==> config.mk <==
export PLATFORM = sky130hd
export DESIGN_NAME = frame_sync_generator
export DESIGN_NICKNAME = d
export VERILOG_FILES = /design/src/design/frame_sync_pkg.sv /design/src/design/frame_sync_generator.sv /design/src/design/sync_input_filter.sv
export VERILOG_INCLUDE_DIRS = /design/src /design/src/design
export SDC_FILE = /design/constraint.sdc
export NUM_CORES = 1
export LEC_CHECK = 0
export ABC_AREA = 1
export ABC_CLOCK_PERIOD_IN_PS = 6100
export BUFFER_PORTS_ARGS = -buffer_cell sky130_fd_sc_hd__buf_2
export CELL_PAD_IN_SITES_DETAIL_PLACEMENT = 1
export CELL_PAD_IN_SITES_GLOBAL_PLACEMENT = 2
export CORE_ASPECT_RATIO = 1.1
export CORE_MARGIN = 3
export CORE_UTILIZATION = 34
export CTS_CLUSTER_DIAMETER = 200
export DETAILED_ROUTE_END_ITERATION = 6
export PLACE_DENSITY = 0.92
export SYNTH_ARGS = -nofsm -noshare
export SYNTH_HDL_FRONTEND = slang
export SYNTH_HIERARCHICAL = 1
export SYNTH_SLANG_ARGS = --single-unit
==> constraint.sdc <==
create_clock -name clk -period 6.1 [get_ports clk]
set_input_delay 0.915 -clock clk [delete_from_list [all_inputs] [get_ports clk]]
set_output_delay 0.915 -clock clk [all_outputs]
set_load 0.01 [all_outputs]
==> src/design/frame_sync_regs.svh <==
// Register indices, field positions, reset values and timing counts of the frame sync generator
`ifndef FRAME_SYNC_REGS_SVH
`define FRAME_SYNC_REGS_SVH

// Register indices; byte address is four times the index
`define IDX_CTRL 8'h18
`define IDX_HIGH_HI 8'h19
`define IDX_HIGH_LO 8'h1a
`define IDX_LOW_HI 8'h1b
`define IDX_LOW_LO 8'h1c
`define IDX_ROUTE_A 8'h30
`define IDX_ROUTE_B 8'h31
`define IDX_RATE 8'h32
`define IDX_STATUS 8'h33

// Control register fields
`define CTL_GEN_ON 0
`define CTL_DUTY 1
`define CTL_START 2
`define CTL_SRC_EXT 7
`define CTL_SRC_MSB 6
`define CTL_SRC_LSB 4

// Reset values
`define CTRL_RST 8'h00
`define COUNT_RST 16'h0000
`define ROUTE_RST 8'h00
`define RATE_RST 4'h0

// AXI responses
`define RESP_OKAY 2'b00
`define RESP_SLVERR 2'b10

// Timing
`define CLK_PERIOD_NS 10
`define TICK_FAST_NS 600
`define TICK_SLOW_NS 12000
`define TICK_FAST_CYC (`TICK_FAST_NS / `CLK_PERIOD_NS)
`define TICK_SLOW_CYC (`TICK_SLOW_NS / `CLK_PERIOD_NS)

`endif

==> src/design/frame_sync_pkg.sv <==
// Types shared by the frame sync generator and its pin filter
package frame_sync_pkg;

   // Generator phase, one-hot
   typedef enum logic [2:0] {
      GEN_IDLE = 3'b001,
      GEN_HIGH = 3'b010,
      GEN_LOW = 3'b100
   } gen_state_e;

   // Pin filter state: three stages and the accepted level
   typedef struct packed {
      logic [7:0] s1;
      logic [7:0] s2;
      logic [7:0] s3;
      logic [7:0] level;
   } filter_s;

   // Whole state of the generator top
   typedef struct packed {
      logic awready;
      logic wready;
      logic aw_held;
      logic w_held;
      logic [11:0] aw_addr;
      logic [7:0] wbyte;
      logic wlane;
      logic bvalid;
      logic [1:0] bresp;
      logic arready;
      logic rvalid;
      logic [1:0] rresp;
      logic [31:0] rdata;
      logic [7:0] ctl;
      logic [15:0] high_cnt;
      logic [15:0] low_cnt;
      logic [7:0] route_a;
      logic [7:0] route_b;
      logic [3:0] rate;
      gen_state_e gen;
      logic [10:0] tick_cnt;
      logic [15:0] phase_cnt;
      logic level;
      logic [15:0] slots;
   } gen_s;

endpackage

==> src/design/frame_sync_generator.sv <==
// Frame sync generator and relay with AXI4-Lite register access
//
// Decided for this implementation: the AXI4-Lite interface to the registers.
`timescale 1ns/1ns
`include "frame_sync_regs.svh"

module frame_sync_generator
   import frame_sync_pkg::*;
#(
   parameter int TICK_FAST = `TICK_FAST_CYC,
   parameter int TICK_SLOW = `TICK_SLOW_CYC
)
(
   input wire logic clk,
   input wire logic rst_n,
   input wire logic [11:0] awaddr,
   input wire logic awvalid,
   output logic awready,
   input wire logic [31:0] wdata,
   input wire logic [3:0] wstrb,
   input wire logic wvalid,
   output logic wready,
   output logic [1:0] bresp,
   output logic bvalid,
   input wire logic bready,
   input wire logic [11:0] araddr,
   input wire logic arvalid,
   output logic arready,
   output logic [31:0] rdata,
   output logic [1:0] rresp,
   output logic rvalid,
   input wire logic rready,
   input wire logic [7:0] sync_pin,
   output logic frame_timing_pulse,
   output logic [15:0] bc_slot_sync
);

   gen_s st;
   gen_s next_st;
   logic [7:0] pin_level;
   logic src_ext;
   logic gen_on;
   logic ext_pick;
   logic [1:0] port_sel;
   logic [10:0] tick_last;
   logic tick;
   logic [16:0] sum_len;
   logic [15:0] high_len;
   logic [15:0] low_len;
   logic [15:0] phase_len;

   // Map an address to a register index, or flag it unmapped
   function automatic logic [8:0] decode(input logic [11:0] addr);
      logic [7:0] idx;
      idx = addr[9:2];
      decode = {1'b0, idx};
      if (addr[1:0] == 2'b00 && addr[11:10] == 2'b00) begin
         case (idx)
            `IDX_CTRL, `IDX_HIGH_HI, `IDX_HIGH_LO, `IDX_LOW_HI, `IDX_LOW_LO,
            `IDX_ROUTE_A, `IDX_ROUTE_B, `IDX_RATE, `IDX_STATUS: decode = {1'b1, idx};
            default: decode = {1'b0, idx};
         endcase
      end
   endfunction

   // Phase of zero ticks is stretched to one; the >= compare would also end it on the first tick
   function automatic logic [15:0] at_least_one(input logic [15:0] v);
      at_least_one = (v == 16'h0000) ? 16'h0001 : v;
   endfunction

   sync_input_filter u_pin_filter (
      .clk(clk),
      .rst_n(rst_n),
      .pin_in(sync_pin),
      .level_out(pin_level)
   );

   // Source and tick selection
   always_comb begin
      src_ext = st.ctl[`CTL_SRC_EXT];
      gen_on = st.ctl[`CTL_GEN_ON] && !src_ext;
      ext_pick = pin_level[st.ctl[`CTL_SRC_MSB:`CTL_SRC_LSB]];
      port_sel = st.ctl[`CTL_SRC_LSB+1:`CTL_SRC_LSB];
      tick_last = st.rate[port_sel] ? 11'(TICK_SLOW - 1) : 11'(TICK_FAST - 1);
      tick = (st.gen != GEN_IDLE) && (st.tick_cnt >= tick_last);
      sum_len = {1'b0, st.high_cnt} + {1'b0, st.low_cnt};
      // Even split gives each phase half the summed counts, an odd tick dropped, in 50/50 mode
      high_len = st.ctl[`CTL_DUTY] ? at_least_one(sum_len[16:1]) : at_least_one(st.high_cnt);
      low_len = st.ctl[`CTL_DUTY] ? at_least_one(sum_len[16:1]) : at_least_one(st.low_cnt);
      phase_len = (st.gen == GEN_HIGH) ? high_len : low_len;
   end

   // Bus slave, generator and slot outputs
   always_comb begin
      logic [8:0] dec;
      dec = '0;
      next_st = st;
      // Write address and data are taken in either order
      if (awvalid && st.awready) begin
         next_st.aw_held = 1'b1;
         next_st.aw_addr = awaddr;
         next_st.awready = 1'b0;
      end
      if (wvalid && st.wready) begin
         next_st.w_held = 1'b1;
         next_st.wbyte = wdata[7:0];
         next_st.wlane = wstrb[0];
         next_st.wready = 1'b0;
      end
      if (st.aw_held && st.w_held) begin
         dec = decode(st.aw_addr);
         next_st.aw_held = 1'b0;
         next_st.w_held = 1'b0;
         next_st.bvalid = 1'b1;
         next_st.bresp = dec[8] ? `RESP_OKAY : `RESP_SLVERR;
         if (dec[8] && st.wlane) begin
            case (dec[7:0])
               `IDX_CTRL: next_st.ctl = {st.wbyte[7:4], 1'b0, st.wbyte[2:0]};
               `IDX_HIGH_HI: next_st.high_cnt[15:8] = st.wbyte;
               `IDX_HIGH_LO: next_st.high_cnt[7:0] = st.wbyte;
               `IDX_LOW_HI: next_st.low_cnt[15:8] = st.wbyte;
               `IDX_LOW_LO: next_st.low_cnt[7:0] = st.wbyte;
               `IDX_ROUTE_A: next_st.route_a = st.wbyte;
               `IDX_ROUTE_B: next_st.route_b = st.wbyte;
               `IDX_RATE: next_st.rate = st.wbyte[3:0];
               default: ;
            endcase
         end
      end
      if (st.bvalid && bready) begin
         next_st.bvalid = 1'b0;
         next_st.awready = 1'b1;
         next_st.wready = 1'b1;
      end
      // Reads answer one cycle after the address is taken
      if (arvalid && st.arready) begin
         dec = decode(araddr);
         next_st.arready = 1'b0;
         next_st.rvalid = 1'b1;
         next_st.rresp = dec[8] ? `RESP_OKAY : `RESP_SLVERR;
         case (dec[7:0])
            `IDX_CTRL: next_st.rdata = {24'h000000, st.ctl};
            `IDX_HIGH_HI: next_st.rdata = {24'h000000, st.high_cnt[15:8]};
            `IDX_HIGH_LO: next_st.rdata = {24'h000000, st.high_cnt[7:0]};
            `IDX_LOW_HI: next_st.rdata = {24'h000000, st.low_cnt[15:8]};
            `IDX_LOW_LO: next_st.rdata = {24'h000000, st.low_cnt[7:0]};
            `IDX_ROUTE_A: next_st.rdata = {24'h000000, st.route_a};
            `IDX_ROUTE_B: next_st.rdata = {24'h000000, st.route_b};
            `IDX_RATE: next_st.rdata = {28'h0000000, st.rate};
            `IDX_STATUS: next_st.rdata = {29'h0, src_ext, st.gen != GEN_IDLE, st.level};
            default: next_st.rdata = 32'h00000000;
         endcase
         if (!dec[8]) begin
            next_st.rdata = 32'h00000000;
         end
      end
      if (st.rvalid && rready) begin
         next_st.rvalid = 1'b0;
         next_st.arready = 1'b1;
      end
      // Generator phases
      case (st.gen)
         GEN_IDLE: begin
            next_st.tick_cnt = 11'h000;
            next_st.phase_cnt = 16'h0000;
            next_st.level = st.ctl[`CTL_START];
            if (gen_on) begin
               next_st.gen = st.ctl[`CTL_START] ? GEN_HIGH : GEN_LOW;
            end
         end
         GEN_HIGH, GEN_LOW: begin
            if (!gen_on) begin
               next_st.gen = GEN_IDLE;
               next_st.tick_cnt = 11'h000;
               next_st.phase_cnt = 16'h0000;
            end else if (tick) begin
               next_st.tick_cnt = 11'h000;
               if (st.phase_cnt + 16'h0001 >= phase_len) begin
                  // Phase done: flip level and keep running
                  next_st.phase_cnt = 16'h0000;
                  next_st.gen = (st.gen == GEN_HIGH) ? GEN_LOW : GEN_HIGH;
                  next_st.level = (st.gen == GEN_LOW);
               end else begin
                  next_st.phase_cnt = st.phase_cnt + 16'h0001;
               end
            end else begin
               next_st.tick_cnt = st.tick_cnt + 11'h001;
            end
         end
         default: next_st.gen = GEN_IDLE;
      endcase
      // External relay overrides the generator, which is off here
      if (src_ext) begin
         next_st.level = ext_pick;
      end
      // All four channels update on one edge, so skew stays bounded
      next_st.slots = {next_st.route_b, next_st.route_a} & {16{next_st.level}};
   end

   always_ff @(posedge clk) begin
      if (!rst_n) begin
         st <= '0;
         st.awready <= 1'b1;
         st.wready <= 1'b1;
         st.arready <= 1'b1;
         st.ctl <= `CTRL_RST;
         st.high_cnt <= `COUNT_RST;
         st.low_cnt <= `COUNT_RST;
         st.route_a <= `ROUTE_RST;
         st.route_b <= `ROUTE_RST;
         st.rate <= `RATE_RST;
         st.gen <= GEN_IDLE;
      end else begin
         st <= next_st;
      end
   end

   // Outputs straight from state flops
   assign awready = st.awready;
   assign wready = st.wready;
   assign bvalid = st.bvalid;
   assign bresp = st.bresp;
   assign arready = st.arready;
   assign rvalid = st.rvalid;
   assign rresp = st.rresp;
   assign rdata = st.rdata;
   assign frame_timing_pulse = st.level;
   assign bc_slot_sync = st.slots;

   // Checker helpers: cycles between ticks and ticks spent high and low
   logic [10:0] gap;
   logic gap_seen;
   logic [15:0] hi_ticks;
   logic [15:0] lo_ticks;
   always_ff @(posedge clk) begin
      if (!rst_n) begin
         gap <= 11'h000;
         gap_seen <= 1'b0;
         hi_ticks <= 16'h0000;
         lo_ticks <= 16'h0000;
      end else begin
         gap <= tick ? 11'h001 : gap + 11'h001;
         // A rate or source change mid-gap gives one odd gap, so the watch restarts
         gap_seen <= (st.gen != GEN_IDLE) && (tick || gap_seen) && (st.rate == next_st.rate)
            && (st.ctl == next_st.ctl);
         hi_ticks <= (st.gen != GEN_HIGH) ? 16'h0000 : hi_ticks + {15'h0000, tick};
         lo_ticks <= (st.gen != GEN_LOW) ? 16'h0000 : lo_ticks + {15'h0000, tick};
      end
   end
endmodule

==> src/design/sync_input_filter.sv <==
// Three-stage synchroniser and agreement filter for the eight local sync pins
`timescale 1ns/1ns
module sync_input_filter
   import frame_sync_pkg::*;
(
   input wire logic clk,
   input wire logic rst_n,
   input wire logic [7:0] pin_in,
   output logic [7:0] level_out
);

   filter_s st;
   filter_s next_st;
   logic [7:0] next_level;

   // Per pin: accept a change only once stages two and three agree
   genvar i;
   generate
      for (i = 0; i < 8; i++) begin : g_pin
         assign next_level[i] = (st.s2[i] == st.s3[i]) ? st.s3[i] : st.level[i];
      end
   endgenerate

   // Stage one is read by stage two only
   always_comb begin
      next_st = st;
      next_st.s1 = pin_in;
      next_st.s2 = st.s1;
      next_st.s3 = st.s2;
      next_st.level = next_level;
   end

   always_ff @(posedge clk) begin
      if (!rst_n) begin
         st <= '0;
      end else begin
         st <= next_st;
      end
   end

   assign level_out = st.level;

endmodule

After elaboration in Yosys (flattened, before gate mapping)
Cells that the tools add are included.
{"block": "word_totals", "elab_cells": 170, "ff_bits": 202, "in_bits": 75}
{"block": "op_classes", "n_eq_ne": 50, "add_sub_neg": 3, "reduce_logical": 34, "order_cmp": 4, "n_mux": 40, "bitwise_logic": 2}
{"op": "8-bit by 5-bit == test with 1-bit output (second input constant)", "count": 20}
{"op": "8-bit by 6-bit == test with 1-bit output (second input constant)", "count": 15}
{"op": "16-bit two-way mux", "count": 7}
{"op": "8-bit case mux with 9 select lines", "count": 1}
{"op": "28-bit case mux with 2 select lines", "count": 1}
{"op": "9-bit two-way mux", "count": 6}
{"op": "16-bit logical NOT", "count": 3}
{"op": "20-bit two-way mux", "count": 2}
{"op": "32-bit two-way mux", "count": 1}
{"op": "30-bit two-way mux", "count": 1}
{"op": "11-bit two-way mux", "count": 2}
{"op": "3-bit AND reduction", "count": 7}
{"op": "9-bit OR reduction", "count": 2}
{"op": "16-bit by 16-bit adder with 17-bit output", "count": 1}
{"op": "17-bit two-way mux", "count": 1}
{"op": "16-bit by 1-bit adder with 16-bit output (second input constant)", "count": 1}
{"op": "16-bit bitwise AND", "count": 1}
{"op": "16-bit >= comparator", "count": 1}
{"op": "8-bit two-way mux", "count": 2}
{"op": "3-bit two-way mux", "count": 5}
{"op": "11-bit by 1-bit adder with 11-bit output (second input constant)", "count": 1}
{"op": "11-bit >= comparator", "count": 1}
{"op": "1-bit logical AND", "count": 11}
{"op": "1-bit == test", "count": 8}
{"op": "other kinds (20)", "count": 32}

Depth between registers and ports, before layout
Gate-level depths: netlist (run 1).
{"block": "depth", "depth_word": 12, "ltp_mapped": 33, "mapped_depth_nobuf": 32}

Hierarchy
The synthesis (run 1) kept the hierarchy.
{"mod": "frame_sync_generator", "area_each_um2": 8664.6, "seq_area_each_um2": 2882.8, "n_inst": 1, "cells_each": 1346}
{"mod": "sync_input_filter", "area_each_um2": 1039.7, "seq_area_each_um2": 640.6, "n_inst": 1, "cells_each": 115}

Worst setup path after synthesis (run 1)
Ideal clock, no wire load.
{"block": "synth_timing", "path_kind": "flip-flop to flip-flop", "start": "reg st[68] (netlist name)", "end": "reg with a tool-made name", "stages_incl_launch_ff": 30, "path_slack_ns": 3.005, "synth_period_minus_slack_ns": 3.095, "path_buffers": 1, "required_time_ns": 5.972, "arrival_ns": 2.968, "cell_sequence": "dfxtp_1 > inv_1 > fa_1 > inv_1 > nand3_1 > nand2_1 > nand2_1 > nand2_1 > nand2_1 > nand2_1 > nand2_1 > nor3_1 > nand3_1 > nand3_1 > nand2_1 > inv_1 > ha_1 > nand4_1 > nor2_1 > nor2_1 > nand2_1 > nand2_1 > nand2_1 > nand3_1 > nand2_1 > nand3_1 > nand3_1 > nand2_1 > buf_2 > nor2_1"}
{"item": "start: declaration", "line_no": "frame_sync_generator.sv:38", "text": "gen_s st;"}
{"item": "start signal: assignment", "line_no": "frame_sync_generator.sv:214", "text": "st <= next_st;"}

Worst setup path after layout (run 1)
{"block": "layout_timing", "start": "reg st[67] (netlist name)", "end": "reg st[20] (netlist name)"}
{"block": "layout_via", "elab_chain_len": 10, "word_cells_on_any_way": 13}
{"item": "16-bit by 16-bit adder with 17-bit output", "line_no": "frame_sync_generator.sv:86", "text": "sum_len = {1'b0, st.high_cnt} + {1'b0, st.low_cnt};"}
{"item": "16-bit logical NOT", "line_no": "frame_sync_generator.sv:68", "text": "at_least_one = (v == 16'h0000) ? 16'h0001 : v;"}
{"item": "16-bit two-way mux", "line_no": "frame_sync_generator.sv:68"}
{"item": "16-bit two-way mux, on equally long branches", "line_no": "frame_sync_generator.sv:89, frame_sync_generator.sv:88"}
{"item": "16-bit two-way mux *", "line_no": "frame_sync_generator.sv:90", "text": "phase_len = (st.gen == GEN_HIGH) ? high_len : low_len;"}
{"item": "16-bit >= comparator *", "line_no": "frame_sync_generator.sv:178", "text": "if (st.phase_cnt + 16'h0001 >= phase_len) begin"}
{"item": "16-bit two-way mux *", "line_no": "frame_sync_generator.sv:178"}
{"item": "17-bit two-way mux *", "line_no": "frame_sync_generator.sv:176", "text": "end else if (tick) begin"}
{"item": "30-bit two-way mux *", "line_no": "frame_sync_generator.sv:172", "text": "if (!gen_on) begin"}
{"item": "28-bit case mux with 2 select lines *", "line_no": "frame_sync_generator.sv:162", "text": "case (st.gen)"}
Every way passes the cells marked *; elsewhere a longest branch is shown, timed or not. The select of a mux whose other input is x is not followed.
A chain may end at the register's enable or synchronous reset.

==> metrics.csv, run 1 <==
metric,value,unit
CTS resizes,0,
# DRC,0,
port bufs,79,
Hold WS,0.411,ns
CTS sink cnt,176,
Internal Pwr Total,0.00182,W
Inserted Clock Buffers,17,
Initial Util,34.7,%
R2R Path End,st[20],
Hold Crit Start,u_pin_filter/next_st[21],
"Setup violations, final",0,
Sw Ratio,28.3,%
area grow syn2layout,10.4,%
number of synthesized flops with an enable pin,0,
Mean Syn Cell Area,6.64,µm²
maximum VDD drop,168,µV
Max-slew headroom,32.6,%
Rows,64,
chip height,183,µm
final hold violations,0,
RSZ-0062 raised after global routing,false,
ant diodes,0,
Mapped Cells,1461,
CP Class,reg -> reg,
minimum clock period,4.08,ns
cell family with the largest share of critical-path delay,simple AND/OR/NAND/NOR gates,
vias per std cell,4.90,
Die Span X,167,µm
core area,27900,µm²
YS warnings,6,
WHS Endpoint,u_pin_filter/next_st[13],
Tcrit/Tclk final,66.8,%
initial antenna violation count,0,
Initial DRC Count,459,
hold buffer count at CTS,0,
placed cell areas,10100,µm²
CP required,6.46,ns
DIE AREA,30600,µm²
Reg2Reg Depth,25,
Psw,0.000720,W
1st-pass router iterations,5,
number of global-route vias before repair,9294,
fmax,245,MHz
"CTS clk-pin slew, worst paths",0.08,ns
Hold/Removal Path Class,reg -> reg,
clock power share,45.8,%
Max Buffers Root-to-Sink,2,
CP max-delay cell,nor3_2,
Overflow after GRT,0,
Crit path top cell by count,nand2_1,
outcome,completed,
setup slack at placement,2.01,ns
Synth Flop Type,dfxtp_1,
first-pass GRT wire length,47400,µm
worst-path fanout max,16,
Worst setup EP type,register,
worst reg2reg path startpoint,st[67],
"Async S/R FF share, synth",0,%
synthesis-stage register bit count,176,
GR Util All Layers,19.2,%
crit start category,register,
Static Leak,5.36,nW
Fin Setup TNS,0,ns
Max stage delay on crit path,0.78,ns
Tightest Pin Transition,1.01,ns
Finished Cell Area,10700,µm²
Vias,9159,
Syn Std Cell Area,9700,µm²
Worst Path Arrival,4.44,ns
# nets final,1608,
CTS tree,yes,
cell depth of the worst hold path,2,
total power,0.00254,W
largest net degree at the start of global routing,66,
H-tree levels,4,
setup skew after layout,0.0169,ns
number of max-cap violations,0,
Skew-Pair Late Insertion Delay,0.45,ns
combinational share of power,7.1,%
Routed wire per std cell,15.6,µm
flop-to-flop setup slack,2.02,ns
layout cells sized above 1,9.22,%
RePlAce Congestion,0.866,
Netlist cell types,43,
WL final,29300,µm
io pins,133,
pwr dens,237,nW/µm²
Flop pwr share,47.1,%
final antenna-violating net count,0,
CTS root buf,clkbuf_16,
Worst Slack Setup Final,2.02,ns
Setup Buffers After CTS,0,
post-DP HPWL,22300,µm
Critical path buffers and inverters,2,
"commonest cells after routing, fill and taps aside","401 x nand2_1, 229 x inv_1, 176 x dfxtp_1, 158 x nor2_1, 102 x a21oi_1",
fin. max-slew vios,0,
post-synthesis sequential area ratio,36.3,%
"commonest non-fill, non-tap cell in the layout",nand2_1,
[logic make-up (layout without fill, tap and decap cells)]
family / count (synthesis) / after routing / synth area share (%)
and+or+nand+nor: 674 / 674 / 28.8
buffers and inverters: 331 / 353 / 15.4
AOI/OAI and AO/OA: 221 / 221 / 12.7
DFF: 176 / 176 / 36.3
adders and majority gates: 38 / 38 / 4.98
xor gates and xnor gates: 20 / 20 / 1.81
other: 1 / 26 / 0.0386
[worst max path at each step]
stage / end / depth (start not counted) / startpoint / slack [ns]
after floorplan: register / 29 / st[68] / 3.00
after global placement: st[17] / 25 / st[67] / 2.11
after CTS: st[17] / 25 / st[67] / 1.97
after detailed placement: st[20] / 25 / st[67] / 2.01
final: st[20] / 25 / st[67] / 2.02
after global routing: st[27] / 28 / st[67] / 1.51
[synthesized netlist by cell type, drive strengths merged (2+ instances only)]
master,instances,share of area [%]
nand2,401,16
inv,235,9.1
dfxtp,176,36
nor2,158,6.1
a21oi,103,5.4
buf,71,5.3
o21ai,59,3.3
nand3,52,2.8
o22ai,44,2.8
ha,37,4.8
clkbuf,21,0.81
nand4,19,1.3
nor3,17,1.1
xor2,12,1.1
nor4,11,0.77
xnor2,8,0.72
nand3b,7,0.54
clkinv,4,0.15
a211oi,3,0.23
a221oi,3,0.27
and2,3,0.19
o211ai,3,0.23
o21a,3,0.23
nor3b,2,0.26
or2,2,0.13
[routing by layer]
metal | track usage [%] | wire (µm) | part of all wire, %
met5 | 0 | 0 | 0
met4 | 7.06 | 864 | 3.0
met3 | 3.08 | 1120 | 3.8
met2 | 33.7 | 14200 | 49
met1 | 23.7 | 13000 | 44
[state kept, by name (all words and copies together), names as in the netlist, 2 cells and up, named ones only]
name / cells
st: 109
bc_slot_sync: 16
u_pin_filter/next_st: 16
rdata: 8
u_pin_filter/level_out: 8
u_pin_filter/st: 8
port_sel: 2
[stage by stage]
stage | utilization (%) | std cells
finish | 38.3 | 1871
detailed placement | 36.1 | 1839
CTS | 38.3 | 1871
global route | 38.3 | 1871
global placement | 36.1 | 1839
floorplan | - | 1486
[area by class of cell]
cell class              count  area (µm²)
clock inverters            15         210
repair buffers             82         420
well taps                 363         454
clock buffers              17         425
fillers                  3629       17200
inverters                 239         897
flip-flops and latches    176        3520
multi-input cells         979        4780
[power by group through the flow]
| stage | Combinational [W] | Sequential (W) | Clock [W] |
|---|---|---|---|
| floorplan | 0.000131 | 0.00122 | 0 |
| global placement | 0.000176 | 0.00122 | 0 |
| detailed placement | 0.000181 | 0.00123 | 0 |
| CTS | 0.000183 | 0.00120 | 0.00119 |
| global route | 0.000206 | 0.00120 | 0.00124 |
| finish | 0.000180 | 0.00120 | 0.00116 |
[worst register-to-register path: cells and delay by family (launching register included)]
| kind | cells | cell delay (ns) |
|---|---|---|
| AO/OA/AOI/OAI | 1 | 0.18 |
| AND/OR/NAND/NOR | 20 | 2.56 |
| flip-flops | 1 | 0.46 |
| buffers and inverters | 2 | 0.15 |
| adder cells (fa/ha/maj) | 2 | 0.65 |
No activity file was read; power rests on OpenSTA's default activity.
==> run 2: changes to the inputs <==
ABC_AREA = 0   (was 1)
ABC_CLOCK_PERIOD_IN_PS = 3500   (was 6100)
CORE_UTILIZATION = 32   (was 34)
PLACE_DENSITY = 0.84   (was 0.92)
clock period = 3.5 ns   (was 6.1 ns; I/O delays follow)
==> run 2 against run 1 <==
  * The flow now finishes with violations (setup timing)
  * Critical endpoint is now bc_slot_sync[9]
  * Largest power group unchanged
  * Combinational power shrank 4%
  * Routed wire length shrank 1.5%
  * Power grew 67%
  * Critical path depth shrank 5
==> metrics.csv, run 2 <==
metric,value,unit
pwr dens,366,nW/µm²
Static Leak,4.62,nW
CTS sink cnt,176,
Post-Synth XOR/XNOR Area,1.57,%
Inserted Clock Buffers,17,
Worst Slack Setup Final,-0.587,ns
"commonest cells after routing, fill and taps aside","172 x dfxtp_1, 114 x nor2_1, 111 x buf_4, 94 x nand2_1, 79 x buf_2",
H-tree levels,4,
Synth top cells by count,"176 x dfxtp_1, 115 x nor2_1, 95 x nand2_1, 69 x a21oi_1, 63 x buf_4",
Simple-Gate Fraction of Synth Area,21.7,%
CTS root buf,clkbuf_16,
combinational share of power,4.0,%
largest net degree at the start of global routing,114,
"Async S/R FF share, synth",0,%
setup skew after layout,0.0167,ns
mux share of post-synthesis cell area,9.50,%
Reg with most FFs,st,
Max Buffers Root-to-Sink,2,
vias per std cell,5.34,
Worst Path Arrival,4.38,ns
YS warnings,6,
Finished Cell Area,11600,µm²
GR met3 Demand/Resource,2.84,%
area grow syn2layout,22.8,%
outcome,"complete, but fails checks",
Vias,8516,
number of synthesized flops with an enable pin,0,
ant diodes,0,
Rows,65,
first-pass GRT wire length,46200,µm
CTS tree,yes,
post-synthesis sequential area ratio,37.2,%
top cell type's share of synthesized area,37.2,%
Tightest Pin Transition,0.992,ns
fmax,245,MHz
CP required,3.80,ns
violated checks,setup timing,
most common cell in the netlist,dfxtp_1,
Die Span X,170,µm
Synth area leaders,"dfxtp_1 37%, mux2i_1 5.8%, buf_4 5.0%",
crit start category,register,
Initial Util,32.7,%
layout cells sized above 1,27.6,%
cell family with the largest share of critical-path delay,compound AO/OA/AOI/OAI gates,
clock power share,47.3,%
# nets final,1326,
met1 usage,23.5,%
Overflow after GRT,0,
flop-to-flop setup slack,-0.59,ns
Tcrit/Tclk final,117,%
Netlist cell types,76,
# DRC,0,
hold buffer count at CTS,0,
synthesis-stage register bit count,176,
Sw Ratio,25.7,%
Hold WS,0.289,ns
Max-slew headroom,33.3,%
max reg flops,109,
Hold/Removal Path Class,in -> reg,
io pins,133,
Post-Synth Adder-Cell Area,5.10,%
core area,29000,µm²
RSZ-0062 raised after global routing,true,
fin. max-slew vios,0,
Worst setup EP type,register,
setup slack at placement,-0.634,ns
Synth Flop Type,dfxtp_1,
met2 usage,31.1,%
chip height,186,µm
maximum VDD drop,257,µV
Flop pwr share,48.7,%
final hold violations,0,
largest family of logic cells by synthesized area,simple AND/OR/NAND/NOR gates,
CP max-delay cell,fa_2,
"CTS clk-pin slew, worst paths",0.09,ns
total power,0.00426,W
Skew-Pair Late Insertion Delay,0.44,ns
final antenna-violating net count,0,
number of max-cap violations,0,
GR Util All Layers,18.0,%
port bufs,79,
Initial DRC Count,512,
Syn Std Cell Area,9470,µm²
compound-gate portion of the synthesized area,16.7,%
Synth area leader,dfxtp_1,
post-DP HPWL,21100,µm
WL final,28800,µm
"commonest non-fill, non-tap cell in the layout",dfxtp_1,
Internal Pwr Total,0.00316,W
RePlAce Congestion,0.862,
minimum clock period,4.09,ns
"Setup violations, final",35,
worst path cell trace,nand2_2 > fa_2 > nand2b_4 > a21o_4 > a21oi_4 > buf_4 > and4b_1 > nor4_4 > buf_4 > a21o_1 > ha_1 > a21o_1 > a21o_1 > a21oi_1 > o211ai_1 > a21oi_1 > buf_4 > nor4_4 > buf_12 > nor4_1,
placed cell areas,10700,µm²
CP Class,reg -> reg,
worst-path fanout max,17,
initial antenna violation count,0,
number of global-route vias before repair,8790,
Mapped Cells,1085,
GRT Max-Usage Layer,met2,
Critical path buffers and inverters,4,
DIE AREA,31700,µm²
Max stage delay on crit path,0.39,ns
Psw,0.00109,W
Routed wire per std cell,18.1,µm
Mean Syn Cell Area,8.73,µm²
1st-pass router iterations,5,
==> run 2: worst paths after layout <==
| check | from | endpoint | depth (start not counted) |
|---|---|---|---|
| worst max-delay path | st[67] | bc_slot_sync[9] | 20 |
| worst min-delay path | wvalid | wready | 2 |
| worst max register to register | st[67] | bc_slot_sync[9] | 20 |
| worst min register to register | u_pin_filter/next_st[22] | u_pin_filter/next_st[14] | 1 |
==> run 2: layer usage <==
| layer | share of wire [%] | vias to the layer above |
|---|---|---|
| met5 | 0 | - |
| met4 | 1.1 | 0 |
| met3 | 4.1 | 29 |
| met2 | 50 | 182 |
| met1 | 45 | 4223 |
| li1 | - | 4082 |
==> run 2: kinds of logic (layout without fill, tap and decap cells) <==
family | Yosys count | in the layout
xor gates and xnor gates | 17 | 17
other | 1 | 26
muxes | 74 | 74
DFF | 176 | 176
buffers and inverters | 141 | 257
adders and majority gates | 38 | 38
and+or+nand+nor | 400 | 400
AOI/OAI and AO/OA | 238 | 238
==> run 2: what timing repair did <==
action,CTS,global route
buffers inserted,4,1
hold endpoints to repair,0,0
resized for setup,27,29
pin swaps,2,7
endpoints found under the setup margin,35,35
gates cloned,1,0
==> run 2: area by class of cell <==
cell class              instances  area (µm²)
fillers                      3430       17300
multi-input cells             793        5580
flip-flops and latches        176        3530
repair buffers                196        1340
well taps                     368         460
clock buffers                  19         453
clock inverters                13         165
inverters                      29         110
==> run 2: through the flow <==
step           cells  TNS (ns)  util, %
6_report        1594    -18.79     40.2
4_1_cts         1593    -17.94     39.6
5_1_grt         1594    -25.97     40.2
3_3_place_gp    1556    -17.31     37.0
2_1_floorplan   1110     -9.06        -
3_5_place_dp    1556    -20.30     37.0
==> run 2: power by group through the flow <==
stage / logic (W) / clock network [W] / registers [W]
6_report: 0.000172 / 0.00201 / 0.00207
4_1_cts: 0.000172 / 0.00206 / 0.00207
2_1_floorplan: 0.000145 / 0 / 0.00210
3_5_place_dp: 0.000171 / 0 / 0.00212
5_1_grt: 0.000193 / 0.00215 / 0.00208
3_3_place_gp: 0.000168 / 0 / 0.00211
==> run 2: worst register-to-register path, delay by kind of cell, from the launching register on <==
kind	cells	cell delay, ns
fa+ha+maj	2	0.69
simple gates	6	0.89
buf+inv	4	0.70
flops	1	0.36
compound gates	8	1.32
